==> src/rtl/adcs_consts.svh <==
// register offsets, field positions and reset values of the sequencer-zero config block
`ifndef ADCS_CONSTS_SVH
`define ADCS_CONSTS_SVH

`define ADCS_OFF_CONTROL      8'h00
`define ADCS_OFF_STATUS       8'h04
`define ADCS_OFF_IRQ_STATUS   8'h08
`define ADCS_OFF_IRQ_CLEAR    8'h0c
`define ADCS_OFF_IRQ_ENABLE   8'h10
`define ADCS_OFF_INPUT_SEL    8'h40
`define ADCS_OFF_SAMPLE_CTL   8'h44

`define ADCS_INPUT_SEL_RESET  32'h00000000
`define ADCS_SAMPLE_CTL_RESET 32'h00000000
`define ADCS_IRQ_ENABLE_RESET 2'h0
`define ADCS_INPUT_SEL_MASK   32'h33333333

`define ADCS_PICK_STRIDE      4
`define ADCS_FLAG_STRIDE      4
`define ADCS_FLAG_TEMP        3
`define ADCS_FLAG_IRQ         2
`define ADCS_FLAG_LAST        1
`define ADCS_FLAG_PAIR        0

`define ADCS_CTL_START_BIT    0
`define ADCS_EV_SAMPLE_IRQ    0
`define ADCS_EV_SEQ_DONE      1
`define ADCS_LAST_SLOT        3'h7

`endif

==> src/rtl/adcs_pkg.sv <==
// types shared by the sequencer-zero config block
package adcs_pkg;
	typedef enum logic [1:0] {
		SEQ_IDLE,
		SEQ_ISSUE,
		SEQ_WAIT
	} adcs_seq_state_t;

	typedef logic [3:0] adcs_flags_t;
	typedef logic [1:0] adcs_events_t;
endpackage : adcs_pkg

==> src/rtl/adcs_avalon_slave.sv <==
// avalon-mm slave front end with one wait state per access
`timescale 1ns/1ps
`default_nettype none

module adcs_avalon_slave (
	input  wire logic        mclk,
	input  wire logic        srst,
	input  wire logic        avs_read,
	input  wire logic        avs_write,
	input  wire logic [7:0]  avs_address,
	input  wire logic [31:0] rd_value,
	output var  logic        avs_waitrequest,
	output var  logic [31:0] avs_readdata,
	output var  logic        wr_strobe,
	output var  logic        rd_strobe
);
	logic        wait_reg;
	logic        wait_next;
	logic [31:0] rdata_reg;
	logic [31:0] rdata_next;

	// a request is held one cycle with waitrequest high, then completes
	always_comb begin
		wait_next  = wait_reg;
		rdata_next = rdata_reg;
		if ((avs_read || avs_write) && wait_reg) begin
			wait_next = 1'b0;
			if (avs_read)
				rdata_next = rd_value;
		end else if (!wait_reg) begin
			wait_next = 1'b1;
		end
	end

	always_ff @(posedge mclk) begin
		if (srst) begin
			wait_reg  <= 1'b1;
			rdata_reg <= 32'h0;
		end else begin
			wait_reg  <= wait_next;
			rdata_reg <= rdata_next;
		end
	end

	assign avs_waitrequest = wait_reg;
	assign avs_readdata    = rdata_reg;
	assign wr_strobe       = avs_write && !wait_reg;
	assign rd_strobe       = avs_read && !wait_reg;
endmodule : adcs_avalon_slave

`default_nettype wire

==> src/rtl/adcs_irq_block.sv <==
// sticky event status, enable mask and level interrupt output
`timescale 1ns/1ps
`default_nettype none
`include "adcs_consts.svh"

module adcs_irq_block (
	input  wire logic       mclk,
	input  wire logic       srst,
	input  wire logic [1:0] event_set,
	input  wire logic [1:0] clear_bits,
	input  wire logic       clear_write,
	input  wire logic [1:0] enable_bits,
	input  wire logic       enable_write,
	output var  logic [1:0] status,
	output var  logic [1:0] enable,
	output var  logic       irq
);
	logic [1:0] status_reg;
	logic [1:0] status_next;
	logic [1:0] enable_reg;
	logic [1:0] enable_next;
	logic       irq_reg;
	logic       irq_next;

	// a new event in the clearing cycle is kept
	always_comb begin
		status_next = status_reg;
		if (clear_write)
			status_next = status_next & ~clear_bits;
		status_next = status_next | event_set;
		enable_next = enable_write ? enable_bits : enable_reg;
		irq_next    = |(status_next & enable_next);
	end

	always_ff @(posedge mclk) begin
		if (srst) begin
			status_reg <= 2'h0;
			enable_reg <= `ADCS_IRQ_ENABLE_RESET;
			irq_reg    <= 1'b0;
		end else begin
			status_reg <= status_next;
			enable_reg <= enable_next;
			irq_reg    <= irq_next;
		end
	end

	assign status = status_reg;
	assign enable = enable_reg;
	assign irq    = irq_reg;
endmodule : adcs_irq_block

`default_nettype wire

==> src/rtl/adcs_seq0_config.sv <==
// sequencer-zero per-slot configuration registers and slot stepping logic
//
// How it works
// slot 8 input pick at bits 29:28
// field value is the analog input number
// slots 1-7 picks at 1:0 .. 25:24
// reserved gaps read zero, software preserves them
// software sets a last-sample flag somewhere
// 4-bit flag group per slot, reset zero
// temp flag converts temperature sensor instead
// irq flag raises raw irq after conversion
// nothing requested after the last-sample slot
// pair flag samples inputs 2i and 2i+1
// slots run ascending from slot 1 per trigger
`timescale 1ns/1ps
`default_nettype none
`include "adcs_consts.svh"

module adcs_seq0_config (
	input  wire logic        mclk,
	input  wire logic        srst,
	input  wire logic        avs_read,
	input  wire logic        avs_write,
	input  wire logic [7:0]  avs_address,
	input  wire logic [31:0] avs_writedata,
	output var  logic        avs_waitrequest,
	output var  logic [31:0] avs_readdata,
	input  wire logic        seq_start,
	input  wire logic        conv_done,
	output var  logic        conv_req,
	output var  logic [1:0]  conv_input,
	output var  logic        conv_temp,
	output var  logic        conv_pair,
	output var  logic        seq0_raw_irq,
	output var  logic        seq_busy,
	output var  logic        irq
);

	////////////////////////////////////////////////////////////////////////////////
	// field helpers

	function automatic logic [1:0] slot_pick(input logic [31:0] sel, input logic [2:0] slot);
		slot_pick = sel[slot*`ADCS_PICK_STRIDE +: 2];
	endfunction : slot_pick

	function automatic adcs_pkg::adcs_flags_t slot_flags(input logic [31:0] ctl,
			input logic [2:0] slot);
		slot_flags = ctl[slot*`ADCS_FLAG_STRIDE +: 4];
	endfunction : slot_flags

	////////////////////////////////////////////////////////////////////////////////
	// declarations

	logic                       wr_strobe;
	logic                       rd_strobe;
	logic [31:0]                rd_value;
	logic [1:0]                 irq_status;
	logic [1:0]                 irq_enable;
	logic                       irq_int;
	adcs_pkg::adcs_events_t     event_set;
	logic                       clear_write;
	logic                       enable_write;
	logic                       sw_start;

	logic [31:0]                seq0_input_select_reg;
	logic [31:0]                seq0_input_select_next;
	logic [31:0]                seq0_sample_control_reg;
	logic [31:0]                seq0_sample_control_next;

	adcs_pkg::adcs_seq_state_t  state_reg;
	adcs_pkg::adcs_seq_state_t  state_next;
	logic [2:0]                 slot_reg;
	logic [2:0]                 slot_next;
	logic                       conv_req_reg;
	logic                       conv_req_next;
	logic [1:0]                 conv_input_reg;
	logic [1:0]                 conv_input_next;
	logic                       conv_temp_reg;
	logic                       conv_temp_next;
	logic                       conv_pair_reg;
	logic                       conv_pair_next;
	logic                       raw_irq_reg;
	logic                       raw_irq_next;
	logic                       done_ev_reg;
	logic                       done_ev_next;
	logic                       busy_reg;
	logic                       busy_next;

	logic [1:0]                 cur_pick;
	adcs_pkg::adcs_flags_t      cur_flags;

	////////////////////////////////////////////////////////////////////////////////
	// bus front end and interrupt block

	adcs_avalon_slave u_bus (
		.mclk            (mclk),
		.srst            (srst),
		.avs_read        (avs_read),
		.avs_write       (avs_write),
		.avs_address     (avs_address),
		.rd_value        (rd_value),
		.avs_waitrequest (avs_waitrequest),
		.avs_readdata    (avs_readdata),
		.wr_strobe       (wr_strobe),
		.rd_strobe       (rd_strobe)
	);

	adcs_irq_block u_irq (
		.mclk         (mclk),
		.srst         (srst),
		.event_set    (event_set),
		.clear_bits   (avs_writedata[1:0]),
		.clear_write  (clear_write),
		.enable_bits  (avs_writedata[1:0]),
		.enable_write (enable_write),
		.status       (irq_status),
		.enable       (irq_enable),
		.irq          (irq_int)
	);

	assign clear_write  = wr_strobe && (avs_address == `ADCS_OFF_IRQ_CLEAR);
	assign enable_write = wr_strobe && (avs_address == `ADCS_OFF_IRQ_ENABLE);
	assign sw_start     = wr_strobe && (avs_address == `ADCS_OFF_CONTROL)
		&& avs_writedata[`ADCS_CTL_START_BIT];

	always_comb begin
		event_set                      = 2'h0;
		event_set[`ADCS_EV_SAMPLE_IRQ] = raw_irq_reg;
		event_set[`ADCS_EV_SEQ_DONE]   = done_ev_reg;
	end

	////////////////////////////////////////////////////////////////////////////////
	// read mux

	always_comb begin
		rd_value = 32'h0;
		unique case (avs_address)
			`ADCS_OFF_STATUS:     rd_value = {27'h0, slot_reg, 1'b0, busy_reg};
			`ADCS_OFF_IRQ_STATUS: rd_value = {30'h0, irq_status};
			`ADCS_OFF_IRQ_ENABLE: rd_value = {30'h0, irq_enable};
			`ADCS_OFF_INPUT_SEL:  rd_value = seq0_input_select_reg;
			`ADCS_OFF_SAMPLE_CTL: rd_value = seq0_sample_control_reg;
			default:              rd_value = 32'h0;
		endcase
	end

	////////////////////////////////////////////////////////////////////////////////
	// configuration registers

	always_comb begin
		seq0_input_select_next   = seq0_input_select_reg;
		seq0_sample_control_next = seq0_sample_control_reg;
		if (wr_strobe && avs_address == `ADCS_OFF_INPUT_SEL)
			seq0_input_select_next = avs_writedata & `ADCS_INPUT_SEL_MASK;
		if (wr_strobe && avs_address == `ADCS_OFF_SAMPLE_CTL)
			seq0_sample_control_next = avs_writedata;
	end

	always_ff @(posedge mclk) begin
		if (srst) begin
			seq0_input_select_reg   <= `ADCS_INPUT_SEL_RESET;
			seq0_sample_control_reg <= `ADCS_SAMPLE_CTL_RESET;
		end else begin
			seq0_input_select_reg   <= seq0_input_select_next;
			seq0_sample_control_reg <= seq0_sample_control_next;
		end
	end

	////////////////////////////////////////////////////////////////////////////////
	// slot sequencer

	assign cur_pick  = slot_pick(seq0_input_select_reg, slot_reg);
	assign cur_flags = slot_flags(seq0_sample_control_reg, slot_reg);

	always_comb begin
		state_next      = state_reg;
		slot_next       = slot_reg;
		conv_req_next   = 1'b0;
		conv_input_next = conv_input_reg;
		conv_temp_next  = conv_temp_reg;
		conv_pair_next  = conv_pair_reg;
		raw_irq_next    = 1'b0;
		done_ev_next    = 1'b0;
		busy_next       = busy_reg;
		unique case (state_reg)
			adcs_pkg::SEQ_IDLE: begin
				if (seq_start || sw_start) begin
					slot_next  = 3'h0;
					busy_next  = 1'b1;
					state_next = adcs_pkg::SEQ_ISSUE;
				end
			end
			adcs_pkg::SEQ_ISSUE: begin
				// input, temp and pair settings are latched here; the irq and last flags are read live from the register at conv_done
				conv_req_next   = 1'b1;
				conv_input_next = cur_pick;
				conv_temp_next  = cur_flags[`ADCS_FLAG_TEMP];
				conv_pair_next  = cur_flags[`ADCS_FLAG_PAIR]
					&& !cur_flags[`ADCS_FLAG_TEMP];
				state_next      = adcs_pkg::SEQ_WAIT;
			end
			adcs_pkg::SEQ_WAIT: begin
				if (conv_done) begin
					raw_irq_next = cur_flags[`ADCS_FLAG_IRQ];
					// a missing last flag still stops after slot 8
					if (cur_flags[`ADCS_FLAG_LAST] || slot_reg == `ADCS_LAST_SLOT) begin
						state_next   = adcs_pkg::SEQ_IDLE;
						busy_next    = 1'b0;
						done_ev_next = 1'b1;
					end else begin
						slot_next  = slot_reg + 3'h1;
						state_next = adcs_pkg::SEQ_ISSUE;
					end
				end
			end
		endcase
	end

	always_ff @(posedge mclk) begin
		if (srst) begin
			state_reg      <= adcs_pkg::SEQ_IDLE;
			slot_reg       <= 3'h0;
			conv_req_reg   <= 1'b0;
			conv_input_reg <= 2'h0;
			conv_temp_reg  <= 1'b0;
			conv_pair_reg  <= 1'b0;
			raw_irq_reg    <= 1'b0;
			done_ev_reg    <= 1'b0;
			busy_reg       <= 1'b0;
		end else begin
			state_reg      <= state_next;
			slot_reg       <= slot_next;
			conv_req_reg   <= conv_req_next;
			conv_input_reg <= conv_input_next;
			conv_temp_reg  <= conv_temp_next;
			conv_pair_reg  <= conv_pair_next;
			raw_irq_reg    <= raw_irq_next;
			done_ev_reg    <= done_ev_next;
			busy_reg       <= busy_next;
		end
	end

	assign conv_req     = conv_req_reg;
	assign conv_input   = conv_input_reg;
	assign conv_temp    = conv_temp_reg;
	assign conv_pair    = conv_pair_reg;
	assign seq0_raw_irq = raw_irq_reg;
	assign seq_busy     = busy_reg;
	assign irq          = irq_int;

	////////////////////////////////////////////////////////////////////////////////
	// checks

	property p_r01;
		@(posedge mclk) disable iff (srst)
		(conv_req_reg && slot_reg == 3'h7)
			|-> conv_input_reg == $past(seq0_input_select_reg[29:28]);
	endproperty
	a_r01: assert property (p_r01) else $error("slot 8 input pick mismatch");

	property p_r02;
		@(posedge mclk) disable iff (srst)
		$rose(conv_req_reg) |-> conv_input_reg == $past(cur_pick);
	endproperty
	a_r02: assert property (p_r02) else $error("input number not taken from field");

	property p_r03;
		@(posedge mclk) disable iff (srst)
		(conv_req_reg && slot_reg == 3'h0)
			|-> conv_input_reg == $past(seq0_input_select_reg[1:0]);
	endproperty
	a_r03: assert property (p_r03) else $error("slot 1 input pick mismatch");

	property p_r04;
		@(posedge mclk) disable iff (srst)
		(seq0_input_select_reg & ~`ADCS_INPUT_SEL_MASK) == 32'h0;
	endproperty
	a_r04: assert property (p_r04) else $error("reserved select bits not zero");

	property p_r06;
		@(posedge mclk)
		$fell(srst) |-> seq0_sample_control_reg == 32'h0 && seq0_input_select_reg == 32'h0;
	endproperty
	a_r06: assert property (p_r06) else $error("config registers not zero after reset");

	property p_r07;
		@(posedge mclk) disable iff (srst)
		conv_req_reg |-> conv_temp_reg == $past(cur_flags[3]);
	endproperty
	a_r07: assert property (p_r07) else $error("temperature select not applied");

	property p_r08;
		@(posedge mclk) disable iff (srst)
		(state_reg == adcs_pkg::SEQ_WAIT && conv_done && cur_flags[2])
			|=> seq0_raw_irq ##1 !seq0_raw_irq;
	endproperty
	a_r08: assert property (p_r08) else $error("raw irq not pulsed after slot");

	property p_r09;
		@(posedge mclk) disable iff (srst)
		(state_reg == adcs_pkg::SEQ_WAIT && conv_done && cur_flags[1])
			|=> state_reg == adcs_pkg::SEQ_IDLE && !busy_reg ##1 !conv_req_reg;
	endproperty
	a_r09: assert property (p_r09) else $error("conversion requested after last slot");

	property p_r10;
		@(posedge mclk) disable iff (srst)
		conv_req_reg |-> !(conv_pair_reg && conv_temp_reg)
			&& conv_pair_reg == ($past(cur_flags[0]) && !$past(cur_flags[3]));
	endproperty
	a_r10: assert property (p_r10) else $error("pair sampling flag wrong");

	property p_r11;
		@(posedge mclk) disable iff (srst)
		(state_reg == adcs_pkg::SEQ_IDLE && seq_start)
			|=> slot_reg == 3'h0 ##1 conv_req_reg && slot_reg == 3'h0;
	endproperty
	a_r11: assert property (p_r11) else $error("sequence did not start at slot 1");

endmodule : adcs_seq0_config

`default_nettype wire

==> config.mk <==
export PLATFORM = sky130hd
export DESIGN_NAME = adcs_seq0_config
export DESIGN_NICKNAME = d
export VERILOG_FILES = /design/src/rtl/adcs_pkg.sv /design/src/rtl/adcs_avalon_slave.sv /design/src/rtl/adcs_irq_block.sv /design/src/rtl/adcs_seq0_config.sv
export VERILOG_INCLUDE_DIRS = /design/src /design/src/rtl
export SDC_FILE = /design/constraint.sdc
export NUM_CORES = 1
export LEC_CHECK = 0
export BUFFER_PORTS_ARGS = -buffer_cell sky130_fd_sc_hd__buf_2
export CORE_MARGIN = 4
export CORE_UTILIZATION = 40
export CTS_BUF_LIST = sky130_fd_sc_hd__clkbuf_4
export CTS_CLUSTER_DIAMETER = 120
export CTS_CLUSTER_SIZE = 8
export DETAILED_ROUTE_END_ITERATION = 6
export GPL_TIMING_DRIVEN = 0
export SYNTH_ARGS = -nofsm -noshare
export SYNTH_HDL_FRONTEND = slang
export SYNTH_HIERARCHICAL = 1
export SYNTH_SLANG_ARGS = --single-unit
export TNS_END_PERCENT = 10
==> constraint.sdc <==
create_clock -name mclk -period 6.34 [get_ports mclk]
set_input_delay 1.902 -clock mclk [delete_from_list [all_inputs] [get_ports mclk]]
set_output_delay 1.902 -clock mclk [all_outputs]
set_load 0.05 [all_outputs]
Word level (Yosys, flattened, before mapping)
Index checks and enable logic that the tools add are counted.
{"block": "totals", "out_inout_bits": 41, "inputBits": 46, "ff_bits": 99}
{"block": "classes", "n_bitwise": 6, "addsub": 1, "shifts": 2, "n_reduce_logical": 23, "eq_ne": 13, "mux": 18}
{"operator": "32-bit case mux with 5 select lines", "count": 1}
{"operator": "32-bit by 6-bit variable part select with 2-bit output", "count": 1}
{"operator": "32-bit by 6-bit variable part select with 4-bit output", "count": 1}
{"operator": "8-bit by 4-bit equality test with 1-bit output, second input constant", "count": 2}
{"operator": "8-bit by 7-bit equality test with 1-bit output, second input constant", "count": 2}
{"operator": "1-bit logical AND", "count": 9}
{"operator": "3-bit 2-to-1 mux", "count": 3}
{"operator": "8-bit by 3-bit equality test with 1-bit output, second input constant", "count": 1}
{"operator": "8-bit by 5-bit equality test with 1-bit output, second input constant", "count": 1}
{"operator": "8-bit zero test", "count": 1}
{"operator": "2-bit 2-to-1 mux", "count": 4}
{"operator": "2-bit != test, second input constant", "count": 4}
{"operator": "4-bit AND reduction", "count": 2}
{"operator": "1-bit 2-to-1 mux", "count": 7}
{"operator": "2-bit case mux with 3 select lines", "count": 1}
{"operator": "3-bit case mux with 2 select lines", "count": 1}
{"operator": "2-bit AND", "count": 2}
{"operator": "2-bit AND reduction", "count": 2}
{"operator": "3-bit by 1-bit adder with 3-bit output, second input constant", "count": 1}
{"operator": "3-bit equality test, second input constant", "count": 1}
{"operator": "1-bit logical OR", "count": 3}
{"operator": "3-bit OR reduction", "count": 1}
{"operator": "2-bit by 1-bit equality test with 1-bit output, second input constant", "count": 1}
{"operator": "2-bit equality test, second input constant", "count": 1}
{"operator": "8 further kinds", "count": 10}

Depth between registers and ports, before layout
{"block": "depth", "word_depth": 7, "ltp_mapped": 8, "ltp_nobuf": 7}

Cells and area by module
The synthesis kept the hierarchy.
{"module": "adcs_seq0_config", "cells_each": 363, "instances": 1, "area_each_um2": 2994.1}
{"module": "adcs_avalon_slave", "cells_each": 151, "instances": 1, "area_each_um2": 1477.7}
{"module": "adcs_irq_block", "cells_each": 17, "instances": 1, "area_each_um2": 167.7}

Worst setup path after synthesis
Ideal clock, no wire load.
{"block": "synth_path", "path_type": "input to register", "start": "in avs_address[1]", "end": "reg u_irq.irq_reg, in the netlist u_irq/irq", "n_path_buf": 0, "stages": 7, "arrival_ns": 3.584, "path_slack_ns": 2.663, "path_cell_list": "or3_1 -> or4_1 -> nor3b_1 -> and2_1 -> mux2i_1 -> or2_1 -> o32ai_1"}
{"block": "synth_between", "word_cells_on_any_way": 9, "cone_classes": "eq/ne: 2; mux: 2; bitwise: 2; reduce/logical: 3"}
{"item": "from (decl)", "line_no": "adcs_seq0_config.sv:24", "source": "input wire logic [7:0] avs_address,"}
{"item": "8-bit by 5-bit equality test with 1-bit output"}
{"item": "1-bit logical AND", "line_no": "adcs_seq0_config.sv:122", "source": "assign enable_write = wr_strobe && (avs_address == `ADCS_OFF_IRQ_ENABLE);"}
{"item": "named net enable_write", "line_no": "adcs_seq0_config.sv:62", "source": "logic enable_write;"}
{"item": "2-bit 2-to-1 mux", "line_no": "adcs_irq_block.sv:31", "source": "enable_next = enable_write ? enable_bits : enable_reg;"}
{"item": "2-bit AND", "line_no": "adcs_irq_block.sv:32", "source": "irq_next = |(status_next & enable_next);"}
{"item": "2-bit OR reduction", "line_no": "adcs_irq_block.sv:32"}
{"item": "to (signal assigned)", "line_no": "adcs_irq_block.sv:43", "source": "irq_reg <= irq_next;"}
{"item": "to (decl)", "line_no": "adcs_irq_block.sv:22", "source": "logic irq_reg;"}
The timed path passes the listed nets, and every way through them passes these cells.
A chain may end at the register's enable or synchronous reset.

Final worst setup path
Same ends and word-level chain as after synthesis.

==> impl_metrics.tcl <==
set metrics [dict create \
    status "complete, no violations" \
    drt-initial-drc-count 352 \
    core_mm2 0.0114 \
    num_antenna_cells 0 \
    fin_area_mm2 0.00533 \
    fmax_mhz 285 \
    slew_violations 0 \
    reg2reg_depth 7 \
    postCtsResizedCells 0 \
    fillers 1159 \
    areaGrowthSynthToFinish_pct 15.1 \
    p_sw_uw 270 \
    grt_pass1_wl_um 21500 \
    initial_core_util_pct 40.8 \
    path_cells "buf_2 > or3_1 > or4_1 > nor3b_1 > and2_1 > mux2i_1 > or2_1 > o32ai_1" \
    grt_usage_pct 20.9 \
    synth_nets 578 \
    clk-insertion-delay-late_ns 0.45 \
    layout_common_cells "nand2_1, buf_2, dfxtp_1, a21oi_1, nand3_1" \
    crit_type "primary input to register" \
    drt-total-wl_um 13600 \
    core.rowCount 39 \
    slew_headroom_pct 48.0 \
    cp_max_fo 5 \
    numClockSinks 99 \
    cp.required_ns 6.68 \
    dr.pass1.iters 5 \
    cts_root_buffer "clkbuf_4" \
    p_per_area_mw_per_mm2 190 \
    dieWidth_um 116 \
    setup_violations 0 \
    endpoint_kind "register" \
    port_buffers 84 \
    netSwitchingFraction_pct 26.7 \
    power_leakage_uw 0.00201 \
    grt_pass1_vias 4014 \
    cts_tree "done" \
    rsz0062_at_grt "no" \
    ctsHoldBuffers 0 \
    drtAntennaViolNets 0 \
    p_seq_share_pct 62.3 \
    route.detailed.drc 0 \
    clkPwrFrac_pct 28.4 \
    clock_skew_ns 0.0211 \
    post_drt_wl_per_cell_um 17.6 \
    hold_viol 0 \
    antenna_found_initial 0 \
    clockBufferDepth 2 \
    p_comb_share_pct 9.2 \
    arrival_ns 3.84 \
    cts.clk_slew.worst_paths_ns 0.16 \
    placed_area_mm2 0.00523 \
    post_cts_buffers 0 \
    die_h_um 116 \
    syn_inst 530 \
    fin_crit_sh_pct 55.3 \
    hold_path_depth 2 \
    fin_crit_ns 3.51 \
    hp-class "register to register" \
    holdWs_ns 0.479 \
    tightest_slew_ns 0.772 \
    dpl.hpwl_um 10300 \
    cts_max_level 3 \
    syn-cell-area_mm2 0.00463 \
    grt_overflow 0 \
    cpPeakStageDelay_ns 0.48 \
    crit_slowest_cell "or3_1" \
    die_area_mm2 0.0134 \
    cts-buffers-inserted 9 \
    final_common_cell "nand2_1" \
    setup_tns_ns 0 \
    finalNetCount 673 \
    gp_congestion 0.880 \
    avgSynthCellArea_um2 8.74 \
    grt_max_degree 15 \
    total_power_uw 1010 \
    maxCapViolations 0 \
    io_pins 87 \
    p_int_uw 742 \
    vdd.ir_drop.worst_v 0.0000805 \
    start_kind "primary input" \
    route.vias.total 4143 \
    vias_per_cell 5.37 \
    yosys_warnings 6 \
    drive_gt1_share_pct 25.1 \
]
==> routing by layer <==
metal | vias up | share of wire, % | wire [µm] | global-route usage (%)
met5 | - | 0 | 0 | 0
met4 | 0 | 1.7 | 227 | 6.42
met3 | 19 | 6.1 | 830 | 3.86
met2 | 133 | 45 | 6180 | 33.3
met1 | 1948 | 47 | 6360 | 28.9
li1 | 2043 | - | - | -
==> worst max-delay path: cells and delay by family <==
family,cells,cell delay [ns]
and+or+nand+nor,5,1.55
muxes,1,0.19
AOI/OAI and AO/OA,1,0.08
buffers and inverters,1,0.11
==> worst paths after layout <==
| check | slack, ns | end | startpoint |
|---|---|---|---|
| setup / recovery | 2.83 | u_irq/irq | avs_address[1] |
| hold / removal | 0.48 | seq0_sample_control_reg[15] | seq0_sample_control_reg[15] |
| setup reg to reg | 4.05 | conv_pair | slot_reg[1] |
| hold reg to reg | 0.48 | seq0_sample_control_reg[15] | seq0_sample_control_reg[15] |
==> area by class of cell <==
class	instances	area [µm²]	area share, %
Inverter	4	15.0	0.281
Multi-Input combinational cell	381	2380	44.5
Clock buffer	11	82.6	1.55
Clock inverter	4	18.8	0.352
Buffer	46	260	4.88
Timing Repair Buffer	84	420	7.88
Sequential cell	99	1980	37.2
Tap cell	143	179	3.35
==> power by group through the flow <==
stage / registers (µW) / logic [µW] / clock network, µW
2_1_floorplan: 654 / 44.8 / 0
3_3_place_gp: 644 / 92.5 / 0
3_5_place_dp: 644 / 93.5 / 0
4_1_cts: 630 / 93.8 / 296
5_1_grt: 631 / 102 / 323
6_report: 630 / 93.3 / 288
==> per-stage QoR <==
stage,instances,util (%),setup slack [ns]
after floorplan,530,-,2.66
after global placement,757,46.0,2.39
after detailed placement,757,46.0,2.39
after CTS,772,46.9,2.87
after global routing,772,46.9,2.72
final,772,46.9,2.83
Power figures use the tool's default switching activity.
